<file path="src/pmc_pkg.sv">
// Constants, field layout and control record of the periodic modulo counter.
// Assumes a single 100 MHz system clock and a 32-bit Avalon-MM slave port.
package pmc_pkg;

  // ----------------------------------------
  // Register map
  // ----------------------------------------
  localparam int         PMC_AW      = 4;
  localparam logic [3:0] PMC_OFS_SC  = 4'h0;
  localparam logic [3:0] PMC_OFS_CMP = 4'h4;
  localparam logic [3:0] PMC_OFS_CNT = 4'h8;

  // ----------------------------------------
  // Status/control field positions
  // ----------------------------------------
  localparam int PMC_SC_SRC_LSB = 14;
  localparam int PMC_SC_PS_LSB  = 8;
  localparam int PMC_SC_FLAG    = 7;
  localparam int PMC_SC_IE      = 6;
  localparam int PMC_SC_TOE     = 4;

  // ----------------------------------------
  // Encodings and reset values
  // ----------------------------------------
  localparam logic [1:0]  PMC_SRC_EXT  = 2'h0;
  localparam logic [1:0]  PMC_SRC_LPO  = 2'h1;
  localparam logic [1:0]  PMC_SRC_REF  = 2'h2;
  localparam logic [1:0]  PMC_SRC_BUS  = 2'h3;
  localparam logic [2:0]  PMC_PS_OFF   = 3'h0;
  localparam logic [15:0] PMC_CNT_RST  = 16'h0000;
  localparam logic [15:0] PMC_CMP_RST  = 16'h0000;
  localparam logic [15:0] PMC_CNT_ONE  = 16'h0001;
  localparam logic [11:0] PMC_PRE_RST  = 12'h000;
  localparam logic [11:0] PMC_PRE_ONE  = 12'h001;
  localparam logic [31:0] PMC_RD_ZERO  = 32'h0000_0000;

  // Divide ratios per prescaler code, code 0 off in both; LO set binary, HI set binary except decimal codes 6 and 7
  localparam logic [11:0] PMC_DIV_LO [8] = '{12'h000, 12'h001, 12'h002, 12'h004,
                                             12'h008, 12'h010, 12'h020, 12'h040};
  localparam logic [11:0] PMC_DIV_HI [8] = '{12'h000, 12'h080, 12'h100, 12'h200,
                                             12'h400, 12'h800, 12'h064, 12'h3e8};

  // ----------------------------------------
  // Types
  // ----------------------------------------
  typedef struct packed {
    logic [1:0] clk_src;
    logic [2:0] pre_sel;
    logic       irq_en;
    logic       tog_en;
  } pmc_ctrl_s;

  localparam pmc_ctrl_s PMC_CTRL_RST = '{clk_src: PMC_SRC_EXT, pre_sel: PMC_PS_OFF,
                                         irq_en: 1'b0, tog_en: 1'b0};

  function automatic logic [11:0] pmc_divisor(input logic lks0, input logic [2:0] ps);
    return lks0 ? PMC_DIV_HI[ps] : PMC_DIV_LO[ps];
  endfunction

endpackage

</file>
<file path="src/pmc_top.sv">
// Periodic modulo counter with prescaler, match flag, interrupt and toggle pin.
// Assumes sys_clk at 100 MHz; oscillator inputs are asynchronous pins.
//
// Added by the designer: the Avalon-MM register port.

module pmc_top
  import pmc_pkg::*;
(
  input  wire logic                       sys_clk,
  input  wire logic                       sys_rst,
  input  wire logic [pmc_pkg::PMC_AW-1:0] avs_address,
  input  wire logic                       avs_read,
  input  wire logic                       avs_write,
  input  wire logic [31:0]                avs_writedata,
  input  wire logic [3:0]                 avs_byteenable,
  output logic      [31:0]                avs_readdata,
  output logic                            avs_waitrequest,
  input  wire logic                       ext_osc_clk,
  input  wire logic                       low_power_osc,
  input  wire logic                       int_ref_clk,
  output logic                            match_irq,
  output logic                            toggle_out
);
  import pmc_pkg::*;

  // ----------------------------------------
  // State
  // ----------------------------------------
  pmc_ctrl_s   ctrl_reg,    ctrl_next;
  logic [15:0] cmp_reg,     cmp_next;
  logic [15:0] cmp_act_reg, cmp_act_next;
  logic [15:0] cnt_reg,     cnt_next;
  logic [11:0] pre_reg,     pre_next;
  logic        flag_reg,    flag_next;
  logic        irq_reg,     irq_next;
  logic        tog_reg,     tog_next;
  logic        wait_reg,    wait_next;
  logic [31:0] rdata_reg,   rdata_next;
  logic [2:0]  sync1_reg, sync2_reg, sync3_reg;

  // ----------------------------------------
  // Source synchronisers and edge detect
  // ----------------------------------------
  wire [2:0] src_pins = {int_ref_clk, low_power_osc, ext_osc_clk};
  wire [2:0] src_edge = sync2_reg & ~sync3_reg;

  always_ff @(posedge sys_clk) begin
    if (sys_rst) begin
      sync1_reg <= 3'h0;
      sync2_reg <= 3'h0;
      sync3_reg <= 3'h0;
    end else begin
      sync1_reg <= src_pins;
      sync2_reg <= sync1_reg;
      sync3_reg <= sync2_reg;
    end
  end

  // ----------------------------------------
  // Bus decode
  // ----------------------------------------
  function automatic logic [31:0] be_merge(input logic [31:0] old_v, input logic [31:0] new_v,
                                           input logic [3:0] be);
    logic [31:0] r;
    r = old_v;
    for (int b = 0; b < 4; b++) begin
      if (be[b]) begin
        r[b*8 +: 8] = new_v[b*8 +: 8];
      end
    end
    return r;
  endfunction

  wire        done    = ~wait_reg & (avs_read | avs_write);
  wire        wr_sc   = done & avs_write & (avs_address == PMC_OFS_SC);
  wire        wr_cmp  = done & avs_write & (avs_address == PMC_OFS_CMP);
  wire [15:0] sc_img  = {ctrl_reg.clk_src, 3'h0, ctrl_reg.pre_sel, flag_reg,
                         ctrl_reg.irq_en, 1'b0, ctrl_reg.tog_en, 4'h0};
  wire [31:0] sc_wval = be_merge({16'h0000, sc_img}, avs_writedata, avs_byteenable);
  wire [31:0] cmp_wv  = be_merge({16'h0000, cmp_reg}, avs_writedata, avs_byteenable);

  wire pmc_ctrl_s wr_ctrl = '{clk_src: sc_wval[PMC_SC_SRC_LSB +: 2],
                              pre_sel: sc_wval[PMC_SC_PS_LSB +: 3],
                              irq_en:  sc_wval[PMC_SC_IE],
                              tog_en:  sc_wval[PMC_SC_TOE]};

  wire cfg_chg  = wr_sc & ((wr_ctrl.clk_src != ctrl_reg.clk_src) |
                           (wr_ctrl.pre_sel != ctrl_reg.pre_sel));
  wire ps_load  = wr_sc & (wr_ctrl.pre_sel != PMC_PS_OFF);
  wire flag_clr = wr_sc & sc_wval[PMC_SC_FLAG];

  // Read mux; reserved upper halves read zero
  wire [31:0] rd_mux = (avs_address == PMC_OFS_SC)  ? {16'h0000, sc_img}  :
                       (avs_address == PMC_OFS_CMP) ? {16'h0000, cmp_reg} :
                       (avs_address == PMC_OFS_CNT) ? {16'h0000, cnt_reg} :
                       PMC_RD_ZERO;

  // ----------------------------------------
  // Prescaler and counter
  // ----------------------------------------
  wire        src_tick = (ctrl_reg.clk_src == PMC_SRC_BUS) ? 1'b1 :
                         src_edge[ctrl_reg.clk_src];
  wire        run      = ctrl_reg.pre_sel != PMC_PS_OFF;
  wire [11:0] div      = pmc_divisor(ctrl_reg.clk_src[0], ctrl_reg.pre_sel);
  wire        pre_end  = pre_reg == (div - PMC_PRE_ONE);
  wire        tick     = run & src_tick & pre_end;
  wire        wrap     = tick & (cnt_reg == cmp_act_reg);

  assign ctrl_next    = wr_sc ? wr_ctrl : ctrl_reg;
  assign cmp_next     = wr_cmp ? cmp_wv[15:0] : cmp_reg;
  assign cmp_act_next = (wrap | ps_load) ? cmp_next : cmp_act_reg;
  assign pre_next     = cfg_chg ? PMC_PRE_RST :
                        (run & src_tick) ? (pre_end ? PMC_PRE_RST : pre_reg + PMC_PRE_ONE) :
                        pre_reg;
  assign cnt_next     = (cfg_chg | wrap) ? PMC_CNT_RST :
                        tick ? cnt_reg + PMC_CNT_ONE : cnt_reg;
  assign flag_next    = wrap | (flag_reg & ~flag_clr);
  assign irq_next     = flag_next & ctrl_next.irq_en;
  assign tog_next     = tog_reg ^ (wrap & ctrl_reg.tog_en);
  assign wait_next    = ~(wait_reg & (avs_read | avs_write));
  assign rdata_next   = (wait_reg & avs_read) ? rd_mux : rdata_reg;

  // ----------------------------------------
  // Registers
  // ----------------------------------------
  always_ff @(posedge sys_clk) begin
    if (sys_rst) begin
      ctrl_reg    <= PMC_CTRL_RST;
      cmp_reg     <= PMC_CMP_RST;
      cmp_act_reg <= PMC_CMP_RST;
      cnt_reg     <= PMC_CNT_RST;
      pre_reg     <= PMC_PRE_RST;
      flag_reg    <= 1'b0;
      irq_reg     <= 1'b0;
      tog_reg     <= 1'b0;
    end else begin
      ctrl_reg    <= ctrl_next;
      cmp_reg     <= cmp_next;
      cmp_act_reg <= cmp_act_next;
      cnt_reg     <= cnt_next;
      pre_reg     <= pre_next;
      flag_reg    <= flag_next;
      irq_reg     <= irq_next;
      tog_reg     <= tog_next;
    end
  end

  always_ff @(posedge sys_clk) begin
    if (sys_rst) begin
      wait_reg  <= 1'b1;
      rdata_reg <= PMC_RD_ZERO;
    end else begin
      wait_reg  <= wait_next;
      rdata_reg <= rdata_next;
    end
  end

  assign avs_readdata    = rdata_reg;
  assign avs_waitrequest = wait_reg;
  assign match_irq       = irq_reg;
  assign toggle_out      = tog_reg;

  // ----------------------------------------
  // Assertions
  // ----------------------------------------
  property p_wrap_zero;
    @(posedge sys_clk) disable iff (sys_rst)
    (tick && cnt_reg == cmp_act_reg) |=> (cnt_reg == PMC_CNT_RST);
  endproperty
  a_wrap_zero: assert property (p_wrap_zero) else $error("count not zero after wrap");

  property p_flag_on_wrap;
    @(posedge sys_clk) disable iff (sys_rst)
    wrap |=> flag_reg && cnt_reg == PMC_CNT_RST;
  endproperty
  a_flag_on_wrap: assert property (p_flag_on_wrap) else $error("flag missed wrap");

  property p_flag_clear;
    @(posedge sys_clk) disable iff (sys_rst)
    (flag_clr && !wrap) |=> !flag_reg && !match_irq;
  endproperty
  a_flag_clear: assert property (p_flag_clear) else $error("flag not cleared");

  property p_flag_keep;
    @(posedge sys_clk) disable iff (sys_rst)
    (flag_reg && !flag_clr) |=> flag_reg;
  endproperty
  a_flag_keep: assert property (p_flag_keep) else $error("flag lost");

  property p_irq;
    @(posedge sys_clk) disable iff (sys_rst)
    match_irq == (flag_reg && ctrl_reg.irq_en);
  endproperty
  a_irq: assert property (p_irq) else $error("irq mismatch");

  property p_toggle;
    @(posedge sys_clk) disable iff (sys_rst)
    (wrap && ctrl_reg.tog_en) |=> toggle_out != $past(toggle_out);
  endproperty
  a_toggle: assert property (p_toggle) else $error("pin did not toggle");

  property p_off_hold;
    @(posedge sys_clk) disable iff (sys_rst)
    (!run && !wr_sc) |=> $stable(cnt_reg) && $stable(pre_reg);
  endproperty
  a_off_hold: assert property (p_off_hold) else $error("counter moved while off");

  property p_cfg_clear;
    @(posedge sys_clk) disable iff (sys_rst)
    cfg_chg |=> cnt_reg == PMC_CNT_RST && pre_reg == PMC_PRE_RST;
  endproperty
  a_cfg_clear: assert property (p_cfg_clear) else $error("change did not clear");

  property p_cmp_latch;
    @(posedge sys_clk) disable iff (sys_rst)
    !(wrap || ps_load) |=> $stable(cmp_act_reg);
  endproperty
  a_cmp_latch: assert property (p_cmp_latch) else $error("compare loaded early");

  property p_step;
    @(posedge sys_clk) disable iff (sys_rst)
    (!tick && !cfg_chg) |=> $stable(cnt_reg);
  endproperty
  a_step: assert property (p_step) else $error("count moved without tick");

  property p_upper_zero;
    @(posedge sys_clk) disable iff (sys_rst)
    (!avs_waitrequest && avs_read && avs_address != PMC_OFS_SC) |->
      avs_readdata[31:16] == 16'h0000;
  endproperty
  a_upper_zero: assert property (p_upper_zero) else $error("reserved bits set");

  property p_tog_hold;
    @(posedge sys_clk) disable iff (sys_rst)
    !(wrap && ctrl_reg.tog_en) |=> $stable(toggle_out);
  endproperty
  a_tog_hold: assert property (p_tog_hold) else $error("pin moved without wrap");

  property p_flag_src;
    @(posedge sys_clk) disable iff (sys_rst)
    (!flag_reg && !wrap) |=> !flag_reg;
  endproperty
  a_flag_src: assert property (p_flag_src) else $error("flag set without wrap");

  property p_cnt_inc;
    @(posedge sys_clk) disable iff (sys_rst)
    (tick && !wrap && !cfg_chg) |=> cnt_reg == $past(cnt_reg) + PMC_CNT_ONE;
  endproperty
  a_cnt_inc: assert property (p_cnt_inc) else $error("count did not step by one");

  property p_cmp_hold;
    @(posedge sys_clk) disable iff (sys_rst)
    !wr_cmp |=> $stable(cmp_reg);
  endproperty
  a_cmp_hold: assert property (p_cmp_hold) else $error("compare changed unwritten");

  property p_ctrl_hold;
    @(posedge sys_clk) disable iff (sys_rst)
    !wr_sc |=> $stable(ctrl_reg);
  endproperty
  a_ctrl_hold: assert property (p_ctrl_hold) else $error("control changed unwritten");

  property p_pre_bound;
    @(posedge sys_clk) disable iff (sys_rst)
    run |-> pre_reg < div;
  endproperty
  a_pre_bound: assert property (p_pre_bound) else $error("prescaler beyond divisor");

  property p_wait_pulse;
    @(posedge sys_clk) disable iff (sys_rst)
    !avs_waitrequest |=> avs_waitrequest;
  endproperty
  a_wait_pulse: assert property (p_wait_pulse) else $error("waitrequest low too long");

  property p_rdata_hold;
    @(posedge sys_clk) disable iff (sys_rst)
    !(avs_waitrequest && avs_read) |=> $stable(avs_readdata);
  endproperty
  a_rdata_hold: assert property (p_rdata_hold) else $error("read data moved");

  property p_act_load;
    @(posedge sys_clk) disable iff (sys_rst)
    (wrap || ps_load) |=> cmp_act_reg == cmp_reg;
  endproperty
  a_act_load: assert property (p_act_load) else $error("compare not loaded");

  property p_bus_run;
    @(posedge sys_clk) disable iff (sys_rst)
    (run && ctrl_reg.clk_src == PMC_SRC_BUS && !cfg_chg) |=> pre_reg != $past(pre_reg);
  endproperty
  a_bus_run: assert property (p_bus_run) else $error("bus clock not counted");

endmodule

</file>
<file path="config.mk">
export PLATFORM = sky130hd
export DESIGN_NAME = pmc_top
export DESIGN_NICKNAME = d
export VERILOG_FILES = /design/src/pmc_pkg.sv /design/src/pmc_top.sv
export SDC_FILE = /design/constraint.sdc
export NUM_CORES = 1
export LEC_CHECK = 0
export ABC_AREA = 1
export BUFFER_PORTS_ARGS = -buffer_cell sky130_fd_sc_hd__buf_2
export CAP_MARGIN = 20
export CORE_UTILIZATION = 38
export CTS_BUF_LIST = sky130_fd_sc_hd__clkbuf_4 sky130_fd_sc_hd__clkbuf_8
export DETAILED_ROUTE_END_ITERATION = 7
export PLACE_DENSITY = 0.6
export SLEW_MARGIN = 10
export SYNTH_ARGS = -nofsm -noshare
export SYNTH_HDL_FRONTEND = slang
export SYNTH_SLANG_ARGS = --single-unit
</file>
<file path="constraint.sdc">
create_clock -name sys_clk -period 4.7 [get_ports sys_clk]
set_input_delay 0.235 -clock sys_clk [delete_from_list [all_inputs] [get_ports sys_clk]]
set_output_delay 0.235 -clock sys_clk [all_outputs]
set_load 0.01 [all_outputs]
</file>
# Yosys cells after proc, flatten, opt, wreduce, memory -nomap -nowiden
# Memories as Yosys holds them, arrays and structs flattened.
# Index checks and enable logic that the tools add are counted.
# Widths: inputs -> output; s select.
# word_totals
mem_count,2
reg_bits,112
mem_bits_ro,192
inputBits,47
# op_classes
n_lt_le_gt_ge,2
eq_ne,7
mux,18
add_sub_neg,3
n_bitwise,27
n_reduce_logical,6
# memory_table
name,depth,word_bits,read_ports,rd_clocked_by_memory_dff,wr,line,source
(name not given),8,12,1,0,0,pmc_pkg.sv:57,return lks0 ? PMC_DIV_HI[ps] : PMC_DIV_LO[ps];
(name not given),8,12,1,0,0,pmc_pkg.sv:57,
# op_table
cell,n
$mux 12,6
$mux 16,4
$mux 8,4
$add 16x1->16 const B,1
$eq 16x16->1,1
$and 1x1->1,15
$add 12x1->12 const B,1
$eq 12x12->1,1
$sub 12x1->12 const B,1
$reduce_bool 3->1,2
$or 1x1->1,5
$eq 4x3->1 const B,1
$eq 4x4->1 const B,1
$ge 4x4->1 const B,1
$logic_not 4->1,1
$not 3->4,1
$reduce_or 2->1,2
$and 3x3->3,1
$lt 2x3->1 const B,1
$ne 3x3->1,1
$not 1->1,3
$not 3->3,1
$bmux 1 s2,1
$eq 2x2->1 const B,1
5 further kinds,6

# Longest topological paths before layout
# logic_depth
word_depth,11
ltp_mapped,18
depth_no_buf,16

# Worst setup path before layout
# OpenSTA, ideal clock, no wires.
# synth_timing
path_type,flip-flop to flip-flop
from,reg ctrl_reg[3] (netlist name)
to,reg cmp_act_reg[10]
arrival_time_ns,2.274
setup_slack_ns,2.311
setup_time_ns,0.115
period_less_slack_ns,2.389
t_required_ns,4.585
n_path_buf,2
path_stages_with_launch,15
path_cell_list,dfxtp_1 > buf_4 > nor2_2 > nand2_1 > ha_1 > xnor2_1 > xor2_2 > nand2_1 > nor2_2 > nand3_2 > nor2_4 > nand3_4 > buf_2 > a21oi_1 > nor2_1
# synth_between
elab_chain_cells,10
word_cells_on_any_way,18
classes_between,add/sub (1); eq/ne (1); mux (6); bitwise (6); reduce/logical (2); memory (2)
# synth_lines
item,line,source
"start, declared",pmc_top.sv:29,"pmc_ctrl_s ctrl_reg, ctrl_next;"
"start signal, assigned",pmc_top.sv:137,ctrl_reg <= ctrl_next;
$not 3->4 (implied by the code),pmc_pkg.sv:57,
$mem_v2 8x12,n/a,
$mux 12 (implied by the code) (2 in series),pmc_pkg.sv:57,
$mux 12,pmc_pkg.sv:57,
$sub 12x1->12,pmc_top.sv:105,wire pre_end = pre_reg == (div - PMC_PRE_ONE);
$eq 12x12->1,pmc_top.sv:105,
$and 1x1->1,pmc_top.sv:106,wire tick = run & src_tick & pre_end;
$and 1x1->1,pmc_top.sv:107,wire wrap = tick & (cnt_reg == cmp_act_reg);
$or 1x1->1 (*),pmc_top.sv:111,assign cmp_act_next = (wrap | ps_load) ? cmp_next : cmp_act_reg;
"end signal, assigned",pmc_top.sv:139,cmp_act_reg <= cmp_act_next;
"end, declared",pmc_top.sv:31,"logic [15:0] cmp_act_reg, cmp_act_next;"
# Every way passes the cells marked *; elsewhere a longest branch is shown, timed or not. The select of a mux whose other input is x is not followed.
# A chain may end at the register's enable or synchronous reset.

# Final worst setup path
# layout_timing
from,reg ctrl_reg[2] (netlist name)
to,reg cnt_reg[3]
# layout_between
elab_chain_cells,11
word_cells_on_any_way,20
classes_between,add/sub (1); eq/ne (2); mux (6); bitwise (7); reduce/logical (2); memory (2)
# layout_lines
item,line,source
$not 3->4 (implied by the code),pmc_pkg.sv:57,
$mem_v2 8x12,n/a,
$mux 12 (implied by the code) (2 in series),pmc_pkg.sv:57,
$mux 12,pmc_pkg.sv:57,
$sub 12x1->12,pmc_top.sv:105,
$eq 12x12->1,pmc_top.sv:105,
$and 1x1->1,pmc_top.sv:106,
$and 1x1->1,pmc_top.sv:107,
$or 1x1->1,pmc_top.sv:115,assign cnt_next = (cfg_chg | wrap) ? PMC_CNT_RST :
$reduce_or 2->1 (no source line),n/a,
"end signal, assigned",pmc_top.sv:140,cnt_reg <= cnt_next;
"end, declared",pmc_top.sv:32,"logic [15:0] cnt_reg, cnt_next;"
# Parallel ways exist; a longest one is shown, timed or not. The select of a mux whose other input is x is not followed.

==> reports/qor.log <==
qor: power.max-vdd-ir-drop 0.187 mV
qor: setup_path.crit_slowest_cell sky130_fd_sc_hd__dfxtp_1
qor: synthesis.post-synth-top-area-fraction 0.356
qor: power.leakage 0.00266 uW
qor: synthesis.dominant_cell_type_by_area_after_synthesis sky130_fd_sc_hd__dfxtp_1
qor: sta.post-route-min-period 3370 ps
qor: sta.finalSetupViolCount 0
qor: flow_run.cap_viol_max_count 0
qor: cells_and_area.multiInputGateArea 2780 sq um
qor: synthesis.synth.distinct_cells 37
qor: cells_and_area.layout.cells.non_filler 1037
qor: clocking.post-cts-setup-buffers 0
qor: cells_and_area.nFillCells 1542
qor: sta.hold_violations_final 0
qor: place.io_buffer_count 47
qor: cells_and_area.final_layout_size_suffix_gt1_frac 0.116
qor: setup_path.criticalPathCategory register to register
qor: global_routing.grt_max_degree 40
qor: detailed_routing.vias 4935
qor: setup_path.crit_fanout 34
qor: floorplanning.design.core.area 13900 sq um
qor: floorplanning.initial_utilization 0.389
qor: sta.totalNegativeSetupSlack 0 ps
qor: clocking.clk_pin_slew_worst_paths 100 ps
qor: synthesis.synth_sequential_area_ratio 0.356
qor: global_routing.grt_overflow_total 0
qor: clocking.cts-resized-gates 0
qor: detailed_routing.drt-vias-per-instance 4.76
qor: cells_and_area.fin_util 0.424
qor: synthesis.synth-seq-cells 96
qor: cells_and_area.layout.cells.most_common_list 174 x sky130_fd_sc_hd__nand2_1, 121 x sky130_fd_sc_hd__inv_1, 115 x sky130_fd_sc_hd__nor2_1, 96 x sky130_fd_sc_hd__dfxtp_1, 50 x sky130_fd_sc_hd__a21oi_1
qor: place.detailed_place_hpwl 9.66 mm
qor: floorplanning.die_h 121 microns
qor: detailed_routing.route.detailed.wl_per_inst 12.5 microns
qor: setup_path.worstSetupEndpointType register
qor: sta.grt_setup_unrepaired false
qor: place.place_inst 1021
qor: clocking.clk_path_buf_depth 2
qor: global_routing.via_count_of_the_first_global_routing_pass 4272
qor: setup_path.critical_path.startpoint_type register
qor: synthesis.post_synth.cell_area_avg 6.57 sq um
qor: sta.report.final.slew_viol_count 0
qor: setup_path.crit_path_cell_trace inv_2, nor2_2, nand2_1, ha_1, xnor2_1, xor2_2, nand2_1, nor2_2, nand3_2, nor2_4, nand3_4, nand2_2, inv_2, nand2_1, nor2_1
qor: global_routing.global_route_wire_length_before_repair 21.5 mm
qor: cells_and_area.area_growth_syn_to_layout 8.98%
qor: setup_path.r2r_slack 1330 ps
qor: setup_path.critical-path-max-stage-delay 590 ps
qor: sta.fin_crit_sh 0.718
qor: clocking.clockRootBuffer sky130_fd_sc_hd__clkbuf_8
qor: detailed_routing.drt_first_pass_iters 5
qor: floorplanning.count_of_standard_cell_rows 43
qor: sta.relSlewSlack 0.377
qor: detailed_routing.finalWirelength 13.0 mm
qor: setup_path.data_arrival_time_of_the_critical_path 3660 ps
qor: sta.final.setup_skew 8.88 ps
qor: detailed_routing.antenna_violating_nets_post_route 0
qor: synthesis.synth_area 5400 sq um
qor: floorplanning.dieArea 14700 sq um
qor: detailed_routing.detail_route.drc_violations 0
qor: cells_and_area.finalNetCount 902
qor: sta.worst_pin_slew 934 ps
qor: clocking.tritoncts done
qor: floorplanning.chipWidth 121 microns
qor: clocking.cts_h_tree_lvls 3
qor: worst_hold_path.hold_path_class input port to register
qor: synthesis.synthTopCellsByArea sky130_fd_sc_hd__dfxtp_1 36%, sky130_fd_sc_hd__nand2_1 12%, sky130_fd_sc_hd__inv_1 8.4%
qor: synthesis.netlist_instances 822
qor: clocking.cts.sinks 96
qor: place.gp_congestion 0.847
qor: cells_and_area.register_cell_area_after_layout 1920 sq um
qor: power.total_power 1530 uW
qor: global_routing.antenna_violations_before_repair 0
qor: synthesis.synth_warnings 0
qor: cells_and_area.antennaDiodeCount 0
qor: clocking.later_pin_clock_latency_in_the_skew_report 390 ps
qor: setup_path.critical_path_required_time 4990 ps
qor: floorplanning.io_pins 82
qor: power.cellPowerDensity 259 nW/um^2
qor: clocking.numCtsBuffers 9
qor: clocking.holdBufCountCts 0
qor: status.run_status finished clean
qor: global_routing.groute.usage.overall 0.187
qor: sta.fmax 296 MHz
qor: detailed_routing.detail_route.iter0.violations 347
qor: sta.hold_ws 42.2 ps
qor: setup_path.cp_common_cell sky130_fd_sc_hd__nand2_1
qor: cells_and_area.mostFrequentLayoutCell sky130_fd_sc_hd__nand2_1
-- path summary, 6_finish.rpt --
path	start	end	depth (start not counted)
setup / recovery	ctrl_reg[2]$_SDFFE_PP0P_	cnt_reg[3]$_SDFFE_PP0P_	15
hold reg to reg	sync1_reg[2]$_SDFF_PP0_	sync2_reg[2]$_SDFF_PP0_	2
setup reg to reg	ctrl_reg[2]$_SDFFE_PP0P_	cnt_reg[3]$_SDFFE_PP0P_	15
hold / removal	avs_read	avs_waitrequest$_SDFF_PP1_	2
-- area by class of cell --
| class | count | share of cell area |
|---|---|---|
| inverter | 131 | 0.0835 |
| multi-input combinational | 565 | 0.472 |
| sequential | 96 | 0.326 |
| clock buffer | 11 | 0.0257 |
| tap | 180 | 0.0382 |
| timing repair buffer | 49 | 0.0425 |
| clock inverter | 5 | 0.0119 |
-- power breakdown --
group	internal, uW	switching (uW)	leakage [uW]
registers	823	5.25	0.000776
logic	28.2	63.4	0.00177
clock network	287	322	0.000114
-- logic make-up (layout without fill, tap and decap cells) --
kind of cell,count (synthesis),count (layout),share of synthesized area
adder cells (fa/ha/maj),3,3,0.00695
AND/OR/NAND/NOR,406,406,0.335
AO/OA/AOI/OAI,111,111,0.113
flip-flops,96,96,0.356
buffers and inverters,176,196,0.141
XOR/XNOR,29,29,0.0484
other,1,16,0.000694
-- worst max-delay path: cells and delay by family, from the launching register on --
| family | cells | cell delay, ps |
|---|---|---|
| AND/OR/NAND/NOR | 10 | 1680 |
| flip-flops | 1 | 590 |
| XOR/XNOR | 2 | 440 |
| adder cells (fa/ha/maj) | 1 | 280 |
| buffers and inverters | 2 | 270 |
-- stage by stage --
step | instance area [sq um] | setup slack [ps]
after floorplan | 5460 | 2310
after detailed placement | 5670 | 1340
after global routing | 5890 | 1020
final | 5890 | 1330
after CTS | 5890 | 1290
after global placement | 5670 | 1350
-- cell usage after synthesis --
master,n
sky130_fd_sc_hd__nor3_1,15
sky130_fd_sc_hd__dfxtp_1,96
sky130_fd_sc_hd__nand3_1,45
sky130_fd_sc_hd__a21oi_1,50
sky130_fd_sc_hd__nand2_1,174
sky130_fd_sc_hd__nand3_2,10
sky130_fd_sc_hd__a211oi_1,2
sky130_fd_sc_hd__ha_1,3
sky130_fd_sc_hd__buf_1,3
sky130_fd_sc_hd__xnor2_1,2
sky130_fd_sc_hd__buf_2,7
sky130_fd_sc_hd__nand4_1,25
sky130_fd_sc_hd__xor2_2,1
sky130_fd_sc_hd__o22ai_1,18
sky130_fd_sc_hd__buf_4,20
sky130_fd_sc_hd__nand3b_1,2
sky130_fd_sc_hd__conb_1,1
sky130_fd_sc_hd__clkbuf_1,13
sky130_fd_sc_hd__nor2_1,115
sky130_fd_sc_hd__nor2_2,5
sky130_fd_sc_hd__clkinv_1,1
sky130_fd_sc_hd__nand2_2,4
sky130_fd_sc_hd__a21oi_4,1
sky130_fd_sc_hd__nand3_4,1
sky130_fd_sc_hd__nor2_4,2
sky130_fd_sc_hd__xor2_1,26
sky130_fd_sc_hd__o21ai_1,1
sky130_fd_sc_hd__nor4_1,5
sky130_fd_sc_hd__o21a_1,1
sky130_fd_sc_hd__inv_2,9
sky130_fd_sc_hd__o221ai_1,3
sky130_fd_sc_hd__buf_6,2
sky130_fd_sc_hd__o211ai_1,1
sky130_fd_sc_hd__nor3_2,1
sky130_fd_sc_hd__nor3b_1,2
sky130_fd_sc_hd__inv_1,121
sky130_fd_sc_hd__o21ai_0,34
-- layer usage --
layer	share of wire	global-route usage
met3	0.044	0.0216
met1	0.53	0.281
met4	0.018	0.0795
met5	0	0
met2	0.41	0.264
(Power assumes the default switching activity.)
